`src/logic/dac_port_pkg.sv`:
```
// Functional notes
// - Every frame carries one 16-bit word: two control bits then data bits.
// - Narrower variants keep the upper 12, 10 or 8 data bits only.
// - After reset, serial data is sampled on falling shift clock edges.
// - A frame that changes the clock edge leaves the converter output untouched.
// - Reset restores falling-edge sampling and zero scale in register and output.
// - Code 00 loads and updates the converter; codes 01 and 10 are reserved.
// - Code 11 makes later frames sample on the rising shift clock edge.
// - Active-low frame select is edge-triggered frame sync and chip enable.
// - Bits are taken only while frame select is low.
// - The serial port powers up on the falling edge of frame select.
// - The rising edge of frame select powers down clock and data inputs.
// - Frame select rising after sixteen edges transfers the word to the converter; here it is queued and dropped with overflow when the queue is full.
// - Words are shifted most significant bit first.
// - While selected, old shift contents leave on serial output at rising edges.
package dac_port_pkg;
  localparam int WORD_BITS = 16;
  localparam int DATA_BITS = 14;
  localparam int CTRL_HI = 15;
  localparam int CTRL_LO = 14;
  localparam int DATA_MSB = 13;
  localparam int CNT_BITS = 5;
  localparam logic [CNT_BITS-1:0] FULL_COUNT = 5'h10;
  localparam logic [1:0] CODE_LOAD = 2'h0;
  localparam logic [1:0] CODE_RISE = 2'h3;
  localparam logic [DATA_BITS-1:0] ZERO_SCALE = 14'h0000;
  localparam logic [DATA_BITS-1:0] MASK_14 = 14'h3FFF;
  localparam logic [DATA_BITS-1:0] MASK_12 = 14'h3FFC;
  localparam logic [DATA_BITS-1:0] MASK_10 = 14'h3FF0;
  localparam logic [DATA_BITS-1:0] MASK_8 = 14'h3FC0;
  localparam logic [WORD_BITS-1:0] SHIFT_RESET = 16'h0000;
  localparam int FIFO_DEPTH = 16;
  typedef enum logic [1:0] {
    RES_14,
    RES_12,
    RES_10,
    RES_8
  } resolution_t;
endpackage

```
`src/logic/word_fifo.sv`:
```
`timescale 1ns/10ps
module word_fifo #(
  parameter int WIDTH = 16,
  parameter int DEPTH = 16
) (
  input wire logic clk_sys,
  input wire logic reset,
  input wire logic in_valid,
  output logic in_ready,
  input wire logic [WIDTH-1:0] in_data,
  output logic out_valid,
  input wire logic out_ready,
  output logic [WIDTH-1:0] out_data
);
  localparam int AW = $clog2(DEPTH);
  logic [WIDTH-1:0] mem [DEPTH];
  logic [AW-1:0] wr_ptr;
  logic [AW-1:0] rd_ptr;
  logic [AW:0] count;
  logic push;
  logic pop;
  assign in_ready = count != (AW+1)'(DEPTH);
  assign out_valid = count != '0;
  assign push = in_valid && in_ready;
  assign pop = out_valid && out_ready;
  assign out_data = mem[rd_ptr];
  always_ff @(posedge clk_sys) begin
    if (push) begin
      mem[wr_ptr] <= in_data;
    end
  end
  always_ff @(posedge clk_sys) begin
    if (reset) begin
      wr_ptr <= '0;
      rd_ptr <= '0;
      count <= '0;
    end else begin
      if (push) begin
        wr_ptr <= wr_ptr + 1'b1;
      end
      if (pop) begin
        rd_ptr <= rd_ptr + 1'b1;
      end
      if (push && !pop) begin
        count <= count + 1'b1;
      end else if (pop && !push) begin
        count <= count - 1'b1;
      end
    end
  end
endmodule // word_fifo

```
`src/logic/dac_serial_write_port.sv`:
```
`timescale 1ns/10ps
module dac_serial_write_port (
  input wire logic clk_sys,
  input wire logic reset,
  input wire dac_port_pkg::resolution_t resolution,
  input wire logic frame_select_n,
  input wire logic shift_clock,
  input wire logic serial_data_in,
  output logic serial_data_out,
  output logic port_powered,
  output logic rising_edge_mode,
  output logic [dac_port_pkg::DATA_BITS-1:0] current_output,
  output logic output_update,
  input wire logic sink_ready,
  output logic overflow
);
  import dac_port_pkg::*;

  logic [2:0] sel_sync;
  logic [2:0] clk_sync;
  logic [1:0] din_sync;
  logic sel_fall;
  logic sel_rise;
  logic sck_rise;
  logic sck_fall;
  logic sample_edge;
  logic [WORD_BITS-1:0] shift_reg;
  logic [WORD_BITS-1:0] readback;
  logic [CNT_BITS-1:0] bit_count;
  logic fifo_valid;
  logic fifo_ready;
  logic [WORD_BITS-1:0] fifo_word;
  logic [DATA_BITS-1:0] dac_register;
  logic [DATA_BITS-1:0] data_mask;
  logic load_req;

  // Pins cross into clk_sys through two flops; the third flop feeds edge detection.
  always_ff @(posedge clk_sys) begin
    if (reset) begin
      sel_sync <= 3'h7;
      clk_sync <= 3'h0;
      din_sync <= 2'h0;
    end else begin
      sel_sync <= {sel_sync[1:0], frame_select_n};
      clk_sync <= {clk_sync[1:0], shift_clock};
      din_sync <= {din_sync[0], serial_data_in};
    end
  end

  assign sel_fall = sel_sync[2] && !sel_sync[1];
  assign sel_rise = !sel_sync[2] && sel_sync[1];
  assign sck_rise = !clk_sync[2] && clk_sync[1];
  assign sck_fall = clk_sync[2] && !clk_sync[1];
  assign sample_edge = rising_edge_mode ? sck_rise : sck_fall;

  // The input stage is live only between the select edges.
  always_ff @(posedge clk_sys) begin
    if (reset) begin
      port_powered <= 1'b0;
    end else if (sel_fall) begin
      port_powered <= 1'b1;
    end else if (sel_rise) begin
      port_powered <= 1'b0;
    end
  end

  // Bits enter at the bottom so the first bit ends at the top.
  always_ff @(posedge clk_sys) begin
    if (reset) begin
      shift_reg <= SHIFT_RESET;
      bit_count <= '0;
    end else if (sel_fall) begin
      bit_count <= '0;
    end else if (port_powered && !sel_sync[1] && sample_edge) begin
      shift_reg <= {shift_reg[WORD_BITS-2:0], din_sync[1]};
      if (bit_count != FULL_COUNT) begin
        bit_count <= bit_count + 1'b1;
      end
    end
  end

  // Readback presents the previous word, one bit per rising shift clock.
  always_ff @(posedge clk_sys) begin
    if (reset) begin
      readback <= SHIFT_RESET;
      serial_data_out <= 1'b0;
    end else if (sel_fall) begin
      readback <= shift_reg;
      serial_data_out <= 1'b0;
    end else if (port_powered && !sel_sync[1] && sck_rise) begin
      serial_data_out <= readback[WORD_BITS-1];
      readback <= {readback[WORD_BITS-2:0], 1'b0};
    end
  end

  assign load_req = sel_rise && port_powered && bit_count == FULL_COUNT;

  // A load word is queued; an edge change acts at once and never touches the output.
  always_ff @(posedge clk_sys) begin
    if (reset) begin
      rising_edge_mode <= 1'b0;
    end else if (load_req && shift_reg[CTRL_HI:CTRL_LO] == CODE_RISE) begin
      rising_edge_mode <= 1'b1;
    end
  end

  always_ff @(posedge clk_sys) begin
    if (reset) begin
      overflow <= 1'b0;
    end else begin
      overflow <= load_req && shift_reg[CTRL_HI:CTRL_LO] == CODE_LOAD && !fifo_ready;
    end
  end

  word_fifo #(
    .WIDTH(WORD_BITS),
    .DEPTH(FIFO_DEPTH)
  ) load_queue (
    .clk_sys(clk_sys),
    .reset(reset),
    .in_valid(load_req && shift_reg[CTRL_HI:CTRL_LO] == CODE_LOAD),
    .in_ready(fifo_ready),
    .in_data(shift_reg),
    .out_valid(fifo_valid),
    .out_ready(sink_ready),
    .out_data(fifo_word)
  );

  always_comb begin
    unique case (resolution)
      RES_14: data_mask = MASK_14;
      RES_12: data_mask = MASK_12;
      RES_10: data_mask = MASK_10;
      RES_8: data_mask = MASK_8;
    endcase
  end

  always_ff @(posedge clk_sys) begin
    if (reset) begin
      dac_register <= ZERO_SCALE;
      output_update <= 1'b0;
    end else begin
      output_update <= fifo_valid && sink_ready;
      if (fifo_valid && sink_ready) begin
        dac_register <= fifo_word[DATA_MSB:0] & data_mask;
      end
    end
  end

  assign current_output = dac_register;

  short_frame_a: assert property (@(posedge clk_sys) disable iff (reset)
    sel_rise && bit_count != FULL_COUNT |=> $stable(rising_edge_mode))
    else $error("short frame changed edge mode");
  edge_frame_a: assert property (@(posedge clk_sys) disable iff (reset)
    load_req && shift_reg[CTRL_HI:CTRL_LO] == CODE_RISE && !fifo_valid
    |=> (!output_update) [*3])
    else $error("edge frame updated output");
  rise_mode_a: assert property (@(posedge clk_sys) disable iff (reset)
    load_req && shift_reg[CTRL_HI:CTRL_LO] == CODE_RISE |=> rising_edge_mode)
    else $error("edge mode not set");
  idle_shift_a: assert property (@(posedge clk_sys) disable iff (reset)
    sel_sync[1] && !sel_fall |=> $stable(bit_count) || bit_count == '0)
    else $error("bit counted while deselected");
  power_down_a: assert property (@(posedge clk_sys) disable iff (reset)
    sel_rise |=> !port_powered)
    else $error("port stayed powered");
  power_up_a: assert property (@(posedge clk_sys) disable iff (reset)
    sel_fall |=> port_powered ##0 bit_count == '0)
    else $error("port not powered");
  mask_width_a: assert property (@(posedge clk_sys) disable iff (reset)
    output_update |-> (current_output & ~data_mask) == '0)
    else $error("ignored bits reached output");
  reserved_code_a: assert property (@(posedge clk_sys) disable iff (reset)
    load_req && shift_reg[CTRL_HI] != shift_reg[CTRL_LO] && !fifo_valid
    |=> $stable(rising_edge_mode)
    ##1 !output_update)
    else $error("reserved code acted");
  // Reset must leave zero scale, falling-edge sampling and an idle port behind.
  reset_default_a: assert property (@(posedge clk_sys)
    $fell(reset) |-> current_output == ZERO_SCALE && !rising_edge_mode && !port_powered)
    else $error("reset state wrong");
  queue_source_a: assert property (@(posedge clk_sys) disable iff (reset)
    $rose(fifo_valid) |-> $past(load_req))
    else $error("word queued without frame");
  mode_sticky_a: assert property (@(posedge clk_sys) disable iff (reset)
    rising_edge_mode |=> rising_edge_mode)
    else $error("edge mode dropped");
  readback_quiet_a: assert property (@(posedge clk_sys) disable iff (reset)
    sel_sync[1] |=> $stable(serial_data_out))
    else $error("readback moved while deselected");
  shift_hold_a: assert property (@(posedge clk_sys) disable iff (reset)
    sel_sync[1] |=> $stable(shift_reg))
    else $error("shift register moved while deselected");
  count_limit_a: assert property (@(posedge clk_sys) disable iff (reset)
    bit_count <= FULL_COUNT)
    else $error("bit count past word length");
  overflow_cov: cover property (@(posedge clk_sys) disable iff (reset) overflow);
  reserved_cov: cover property (@(posedge clk_sys) disable iff (reset)
    load_req && shift_reg[CTRL_HI] != shift_reg[CTRL_LO]);
  load_cov: cover property (@(posedge clk_sys) disable iff (reset) output_update);
  edge_cov: cover property (@(posedge clk_sys) disable iff (reset) $rose(rising_edge_mode));
  short_cov: cover property (@(posedge clk_sys) disable iff (reset)
    sel_rise && bit_count != FULL_COUNT && port_powered);
endmodule // dac_serial_write_port

```
`config.mk`:
```
export PLATFORM = sky130hd
export DESIGN_NAME = dac_serial_write_port
export DESIGN_NICKNAME = d
export VERILOG_FILES = /design/src/logic/dac_port_pkg.sv /design/src/logic/word_fifo.sv /design/src/logic/dac_serial_write_port.sv
export SDC_FILE = /design/constraint.sdc
export NUM_CORES = 1
export LEC_CHECK = 0
export BUFFER_PORTS_ARGS = -buffer_cell sky130_fd_sc_hd__buf_2
export CAP_MARGIN = 15
export CORE_MARGIN = 1
export CORE_UTILIZATION = 60
export DETAILED_ROUTE_END_ITERATION = 10
export HOLD_SLACK_MARGIN = 0.02
export PLACE_DENSITY = 0.77
export SLEW_MARGIN = 10
export SYNTH_ARGS = -nofsm -noshare
export SYNTH_HDL_FRONTEND = slang
export SYNTH_SLANG_ARGS = --single-unit
```
`constraint.sdc`:
```
create_clock -name clk_sys -period 8.6 [get_ports clk_sys]
set_input_delay 1.72 -clock clk_sys [delete_from_list [all_inputs] [get_ports clk_sys]]
set_output_delay 1.72 -clock clk_sys [all_outputs]
set_load 0.02 [all_outputs]
```
=== Word-level counts from Yosys, hierarchy flattened ===
Memory sizes are Yosys's and may differ from the RTL's. A register that Yosys moved wholly into a read port is not among the register bits.
Cells that the tools add are included.
Widths: inputs -> output; s select.

* Bits in registers: 77
* Bits in writable memories: 256
* Bits of input ports: 8
* Logic and storage cells: 74
* Memories: 1

{| class="wikitable"
|+ Memory list
! name !! depth !! bits a word !! read ports !! clocked after Yosys merged registers in !! wr ports !! line !! source
|-
| load_queue.mem || 16 || 16 || 1 || 1 || 1 || word_fifo.sv:16 || <nowiki>logic [WIDTH-1:0] mem [DEPTH];</nowiki>
|}

* Add/sub/neg operators: 5
* Eq/ne operators: 7
* Mux-type cells: 12
* Bitwise gates (word level): 2
* Reductions and logical operators: 32

{| class="wikitable"
|+ Operator list
! kind !! number
|-
| $pmux 14 s4 || 1
|-
| $mux 16 || 2
|-
| $logic_and 1x1->1 || 16
|-
| $and 14x14->14 || 1
|-
| $add 5x1->5 const B || 2
|-
| $mux 5 || 2
|-
| $ne 5x5->1 const B || 2
|-
| $add 4x1->4 const B || 2
|-
| $mux 4 || 2
|-
| $logic_not 1->1 || 7
|-
| $eq 2x2->1 const B || 3
|-
| $reduce_bool 2->1 || 3
|-
| $eq 5x5->1 const B || 1
|-
| $mux 1 || 5
|-
| $reduce_bool 5->1 || 1
|-
| $sub 5x1->5 const B || 1
|-
| $logic_not 2->1 || 2
|-
| $reduce_and 2->1 || 2
|-
| $eq 2x1->1 const B || 1
|-
| $reduce_or 2->1 || 1
|-
| $not 1->1 || 1
|}

=== Longest topological paths before layout ===
Gate-level depths: netlist of run 1.

* Word-level depth: 10
* Depth in mapped cells: 13

=== Hierarchy ===
From an unflattened synthesis of run 1, not the netlist that was laid out.

* Cell total of the unflattened synthesis: 761
* Area total of the unflattened synthesis: 13043.8 sq um

{| class="wikitable"
|+ Modules (own cells, without submodules)
! module !! instances !! cells an instance !! area each (sq um) !! sequential area each (sq um)
|-
| word_fifo || 1 || 506 || 10530.1 || 8027.7
|-
| dac_serial_write_port || 1 || 255 || 2513.7 || 1281.2
|}

=== Worst setup path before layout of run 1 ===
No wires, ideal clock.

* Kind: input to register
* Start point: in sink_ready
* End point: reg load_queue.count[4]
* Library setup time: 71 ps
* Arrival: 3547 ps
* Data required time: 8529 ps
* Setup slack: 4982 ps
* Stages on the path: 10
* Path buffers: 0
* Cell sequence: o21a_1 > clkinv_2 > ha_1 > inv_1 > ha_1 > a21o_1 > a21oi_1 > xnor2_1 > or3_1 > a21oi_1

* Longest elaborated chain between the ends: 4

{| class="wikitable"
|+ Ends and longest elaborated chain
! item !! line !! source
|-
| from (decl) || dac_serial_write_port.sv:14 || <nowiki>input wire logic sink_ready,</nowiki>
|-
| $logic_and 1x1->1 * || word_fifo.sv:25 || <nowiki>assign pop = out_valid && out_ready;</nowiki>
|-
| $logic_not 1->1 || word_fifo.sv:44 || <nowiki>if (push && !pop) begin</nowiki>
|-
| $logic_and 1x1->1 || word_fifo.sv:44 ||
|-
| $mux 5 / $reduce_bool 2->1 (equally long branches) || n/a ||
|-
| to (signal assigned) || word_fifo.sv:45 || <nowiki>count <= count + 1'b1;</nowiki>
|-
| to (signal assigned) || word_fifo.sv:47 || <nowiki>count <= count - 1'b1;</nowiki>
|-
| to (decl) || word_fifo.sv:19 || <nowiki>logic [AW:0] count;</nowiki>
|}

Every way passes the cells marked *; elsewhere a longest branch is shown, timed or not.
A chain may end at the register's enable or synchronous reset.

=== Worst setup path after layout of run 1 ===
Same ends and word-level chain as after synthesis.

==> results of run 1 <==
[cells by family (layout without fill, tap and decap cells)]
logic type	after synthesis	count (layout)	synth area share
muxes	101	101	0.1449
buffers and inverters	53	102	0.02516
xor gates and xnor gates	13	13	0.009579
and+or+nand+nor	152	152	0.06179
adders and majority gates	14	14	0.01537
AOI/OAI and AO/OA	72	72	0.04084
DFF	305	305	0.7023
[metal layers]
metal  routed length, um  vias up
met5                   0        -
met4                 445        0
met3                1300       38
met2               11980      215
met1                9318     3140
li1                    -     2783
[stage by stage]
stage / power [W] / hold WS [ps] / utilization / worst slack (ps)
2_1_floorplan: 0.001997 / 389.5 / - / 4982
3_3_place_gp: 0.002057 / 396.2 / 0.6304 / 4721
3_5_place_dp: 0.002075 / 416.0 / 0.6304 / 4597
4_1_cts: 0.003292 / 429.5 / 0.6784 / 5148
5_1_grt: 0.003383 / 434.3 / 0.6784 / 4954
6_report: 0.003275 / 419.0 / 0.6784 / 5129
[cell type report]
class                           count  share of cell area
Sequential cell                   305              0.6327
Inverter                           13            0.003791
Multi-Input combinational cell    352              0.2522
Timing Repair Buffer               36             0.01554
Clock inverter                      7            0.004549
Tap cell                          265             0.02511
Clock buffer                       46             0.06615
[cell usage in the layout, fill, tap and decap left out, types with 5 or more instances in the layout]
cell	instances
a211oi_1	9
a21oi_1	35
a22o_1	12
a22oi_1	5
and2_1	5
buf_2	26
buf_4	10
clkbuf_1	8
clkbuf_16	30
clkbuf_8	6
clkinv_2	7
dfxtp_1	79
edfxtp_1	224
ha_1	13
inv_1	12
mux2i_1	45
mux4_2	53
nand2_1	11
nand3_1	11
nor2_1	72
nor2_2	6
nor2b_1	17
xnor2_1	6
xor2_1	7
[cell usage after synthesis, drive strengths merged (9+ instances only)]
cell type	n
inv	12
nand3	11
edfxtp	224
nor2b	17
a21oi	36
dfxtp	81
a22o	12
clkbuf	12
buf	28
mux2i	45
a211oi	11
mux4	56
nand2	11
nor3	9
ha	13
nor2	78
[worst max path at each step]
| stage | startpoint | to | slack, ps | depth (start not counted) |
|---|---|---|---|---|
| 2_1_floorplan | sink_ready | load_queue.count[4]$_SDFFE_PP0P_ | 4980 | 10 |
| 3_3_place_gp | sink_ready | load_queue.count[4]$_SDFFE_PP0P_ | 4720 | 11 |
| 3_5_place_dp | sink_ready | load_queue.count[4]$_SDFFE_PP0P_ | 4600 | 11 |
| 4_1_cts | sink_ready | load_queue.count[4]$_SDFFE_PP0P_ | 5150 | 11 |
| 5_1_grt | sink_ready | load_queue.count[4]$_SDFFE_PP0P_ | 4950 | 11 |
| 6_report | sink_ready | load_queue.count[4]$_SDFFE_PP0P_ | 5130 | 11 |
[critical path: stages]
cell and delay (ps):
buf_2 80, o21a_1 270, clkinv_2 240, ha_1 280, inv_1 150, ha_1 290, a21o_1 190, a21oi_1 170
xnor2_1 90, or3_1 310, a21oi_1 150
[power by group through the flow]
stage	combinational, W	sequential (W)	clock [W]
floorplan	0.000328	0.00167	0
global placement	0.000385	0.00167	0
detailed placement	0.000399	0.00168	0
CTS	0.000403	0.00164	0.00124
global route	0.000430	0.00165	0.00130
finish	0.000399	0.00164	0.00123
==> results.toml, run 1 <==
[status]
outcome = "finished clean"

[synthesis]
synth_area_per_cell_sq_um = 16.74
synth.distinct_cells = 50
synth-main-ff-cell = "edfxtp_1"
synth.cell_area_sq_um = 11890
synthTopCellsByArea = "edfxtp_1 (57%), dfxtp_1 (14%), mux4_2 (10%)"
yosysWarnings = 0
yosysTopAreaCellShare = 0.5659
synth_nets = 732
yosys.area.top_type = "edfxtp_1"
async_flop_share = 0
synth_edf_count = 224
seq_area_frac_synth = 0.7023
synthCells = 710
synth-seq-cells = 305

[layout]
fillers = 1245
drive_gt1_frac = 0.2134
fin_cells = 1024
diodes = 0
multi_input_area_sq_um = 3329
largest_reg_flops = 224
ff_latch_area_sq_um = 8353
fin_area_sq_um = 13200
syn2layout_area_growth_pct = 11.07
nets = 759

[placed_design]
placed_area_sq_um = 12270
place_inst = 971
io_buffers = 26
hpwl_um = 13500
gp_congestion = 0.7932

[clock_tree]
root_buffer = "clkbuf_16"
cts_buffers = 29
path_clk_slew_ps = 60
cts.sinks = 305
insertion_delay_ps = 540
post_cts_buffers = 0
cts-resized-gates = 0
clockBufferDepth = 3
cts_hold_buf = 0
cts_max_level = 1
tritoncts = "done"

[power_and_ir_drop]
p_seq_frac = 0.501
p_comb_frac = 0.122
clockPowerShare = 0.377
p_int_w = 0.002514
switching_share = 0.2323
vdd_drop_max_mv = 0.1594
p_leak_nw = 4.390
power.switching_w = 0.0007610
powerDensity_nw_per_um2 = 248.1

[sta]
fin_skew_ps = 11.42
finalHoldViolCount = 0
post-route-period-util = 0.4036
tightest_slew_ps = 1080
rsz0062_at_grt = "no"
finalCriticalPeriod_ps = 3471
slew_viol_final = 0
relSlewSlack = 0.2797
max_freq_mhz = 288.1
setup_viol = 0
setup_tns_ps = 0

[drt]
vias_per_cell = 6.031
drt-initial-drc-count = 486
postRouteAntennaNets = 0
wire_per_inst_um = 22.50
drtPass1Iterations = 5
drc = 0
postRouteWirelength_um = 23040
vias = 6176

[hold_path]
hold_start = "sel_sync[0]$_SDFF_PP1_"
min_delay_worst_endpoint = "sel_sync[1]$_SDFF_PP1_"
hold_depth = 1
hp-class = "flip-flop to flip-flop"

[floorplanning]
dieArea_sq_um = 20380
rows = 51
initial_core_util = 0.6107
boundaryPins = 27
die_w_um = 142.8
core_area_sq_um = 19460
die_h_um = 142.8

[global_routing]
grt_pass1_vias = 6408
grt.busiest_layer = "met2"
antenna_found_initial = 0
grt_usage = 0.2384
grt_first_pass_wirelength_um = 35660
grt.overflow.total = 0
grt_util_met2 = 0.4177
grt_max_degree = 65
met1_usage = 0.3112
grt_util_met3 = 0.03186

[setup_path]
worstPathRequired_ps = 9070
reg2reg_setup_slack_ps = 5500
critPathLaunchType = "input port"
r2r_end = "load_queue.count[4]$_SDFFE_PP0P_"
critical_path_arrival_ps = 3940
path_max_fanout = 10
r2r-start = "load_queue.count[0]$_SDFFE_PP0P_"
critPathCaptureType = "flip-flop"
critPathKind = "input port to flip-flop"
rr_worst_depth = 11

[run]
cap_violations = 0
Power figures use the tool's default switching activity.
==> inputs of run 2 (changes only) <==
Settings changed: ABC_AREA set to 1, CORE_UTILIZATION 60 to 56, PLACE_DENSITY 0.77 to 0.75.
Clock period 8.6 ns to 3.1 ns, I/O delays scaled along.
==> results.toml, run 2 <==
[layout]
largest_reg_flops = 224
fillers = 1671
syn2layout_area_growth_pct = 10.97
fin_area_sq_um = 13850
nets = 1272
utilization = 0.6347
multi_input_area_sq_um = 3372
diodes = 0
drive_gt1_frac = 0.08706
final_common_cell = "edfxtp_1"
mostFrequentLayoutCells = "edfxtp_1 (224), nor2_1 (223), nand2_1 (209)"
ff_latch_area_sq_um = 8353

[power_and_ir_drop]
power.switching_w = 0.003164
p_comb_frac = 0.208
p_seq_frac = 0.448
p_int_w = 0.007132
switching_share = 0.3073
powerDensity_nw_per_um2 = 743.4
clockPowerShare = 0.343
p_leak_nw = 5.257
vdd_drop_max_mv = 0.5385

[clock_tree]
post_cts_buffers = 0
path_clk_slew_ps = 60
insertion_delay_ps = 550
tritoncts = "done"
cts_buffers = 31
clockBufferDepth = 3
cts.sinks = 305
cts_max_level = 1
root_buffer = "clkbuf_16"

[sta]
relSlewSlack = 0.4778
finalHoldViolCount = 0
setup_tns_ps = 0
slew_viol_final = 0
setup_ws_ps = 378.8
fin_skew_ps = 10.53
holdWs_ps = 249.9
rsz0062_at_grt = "no"
post-route-period-util = 0.8778
tightest_slew_ps = 782.4
finalCriticalPeriod_ps = 2721
setup_viol = 0
max_freq_mhz = 367.5

[global_routing]
grt_max_degree = 65
grt.busiest_layer = "met2"
grt_first_pass_wirelength_um = 43310
grt_util_met3 = 0.03283
antenna_found_initial = 0
grt_util_met2 = 0.4128
grt.overflow.total = 0
met1_usage = 0.3399
grt_usage = 0.2463
grt_pass1_vias = 8317

[synthesis]
yosys.area.top_type = "edfxtp_1"
synthTopCellsByCount = "edfxtp_1 (224), nor2_1 (223), nand2_1 (209)"
synth-seq-cells = 305
yosysMostFrequentCell = "edfxtp_1"
synth_edf_count = 224
yosysWarnings = 0
synthTopCellsByArea = "edfxtp_1 (54%), dfxtp_1 (13%), nor2_1 (6.7%)"
synth.distinct_cells = 28
synth_area_per_cell_sq_um = 10.20
synth-main-ff-cell = "edfxtp_1"
synthCells = 1224
synth.cell_area_sq_um = 12480
async_flop_share = 0
yosysTopAreaCellShare = 0.5389
synth_nets = 1246
seq_area_frac_synth = 0.6688

[floorplanning]
dieArea_sq_um = 22890
core_area_sq_um = 21820
die_h_um = 151.3
rows = 54
initial_core_util = 0.5720
die_w_um = 151.3
boundaryPins = 27

[placed_design]
hpwl_um = 15900
placed_area_sq_um = 12880
io_buffers = 26
dp_slack_ps = 390.8
gp_congestion = 0.8118

[setup_path]
path_delay_family = "simple AND/OR/NAND/NOR gates"
rr_worst_depth = 16
cp.depth = 16
cp-endpoint = "load_queue.count[4]$_SDFFE_PP0P_"
critPathLaunchType = "flip-flop"
worstPathRequired_ps = 3590
cpPeakStageDelay_ps = 430
r2r_end = "load_queue.count[4]$_SDFFE_PP0P_"
crit_start = "bit_count[0]$_SDFFE_PP0P_"
critPathCaptureType = "flip-flop"
crit_path_cell_trace = "inv_1 -> ha_1 -> nand4_1 -> nor2_1 -> nand3_2 -> inv_1 -> ha_1 -> inv_1 -> fa_1 -> nand3_1 -> nand2_1 -> a21oi_1 -> o21ai_0 -> nand2_1 -> nand2_1 -> nor2_1"
r2r-start = "bit_count[0]$_SDFFE_PP0P_"
crit_slowest_cell = "fa_1"
cp.buffers_inverters = 3
critical_path_arrival_ps = 3210
critPathKind = "flip-flop to flip-flop"
path_max_fanout = 7
reg2reg_setup_slack_ps = 380

[hold_path]
hp-class = "input port to flip-flop"

[drt]
wire_per_inst_um = 17.26
drt-initial-drc-count = 756
vias = 8627
drc = 0
vias_per_cell = 5.548
drtPass1Iterations = 5
postRouteWirelength_um = 26850
postRouteAntennaNets = 0

[run]
cap_violations = 0

[status]
outcome = "finished clean"
==> run 2: stage by stage <==
stage	power, W	cells
CTS	0.01033	1555
floorplan	0.006260	1224
finish	0.01030	1555
detailed placement	0.006818	1497
global placement	0.006764	1497
global route	0.01079	1555
==> run 2: timing repair <==
item / CTS / global route
hold buffers: 0 / 0
resized for setup: 0 / 1
endpoints found under the setup margin: 0 / 1
==> run 2: worst min path at each step <==
stage / cells after the start / endpoint / startpoint / slack [ps]
floorplan: 2 / clk_sync[1]$_SDFF_PP0_ / clk_sync[0]$_SDFF_PP0_ / 390
global placement: 1 / sel_sync[1]$_SDFF_PP1_ / sel_sync[0]$_SDFF_PP1_ / 390
detailed placement: 1 / sel_sync[1]$_SDFF_PP1_ / sel_sync[0]$_SDFF_PP1_ / 400
CTS: 2 / sel_sync[0]$_SDFF_PP1_ / frame_select_n / 240
global route: 2 / sel_sync[0]$_SDFF_PP1_ / frame_select_n / 240
finish: 2 / sel_sync[0]$_SDFF_PP1_ / frame_select_n / 250
==> run 2: worst reg2reg max path, stage by stage (launching register included) <==
cell     delay [ps]
dfxtp_1         330
inv_1            90
ha_1            150
nand4_1         140
nor2_1          240
nand3_2         190
inv_1           170
ha_1            170
inv_1           110
fa_1            430
nand3_1         110
nand2_1          80
a21oi_1         120
o21ai_0         120
nand2_1          80
nand2_1          40
nor2_1          100
==> run 2: power by group through the flow <==
stage,clock network (W),registers [W],logic (W)
3_3_place_gp,0,0.00470,0.00207
4_1_cts,0.00358,0.00462,0.00214
3_5_place_dp,0,0.00470,0.00212
2_1_floorplan,0,0.00470,0.00156
5_1_grt,0.00373,0.00464,0.00242
6_report,0.00354,0.00461,0.00215
==> run 2: cell type report <==
type | instances | share of cell area
Sequential cell | 305 | 0.6031
Multi-Input combinational cell | 737 | 0.2435
Clock buffer | 34 | 0.05754
Inverter | 121 | 0.03279
Timing Repair Buffer | 54 | 0.02547
Tap cell | 280 | 0.02529
Clock inverter | 24 | 0.01238
==> run 2: metal layers <==
layer  share of wire  wire length, um
met1            0.42            11380
met3           0.073             1963
met2            0.48            13020
met4           0.018              482
met5               0                0
==> run 2: logic make-up after synthesis <==
| logic type | after synthesis | share of synthesized area |
|---|---|---|
| flops | 305 | 0.6688 |
| buf+inv | 182 | 0.06145 |
| fa+ha+maj | 14 | 0.01464 |
| compound gates | 142 | 0.06285 |
| xor+xnor | 5 | 0.003508 |
| simple gates | 576 | 0.1888 |
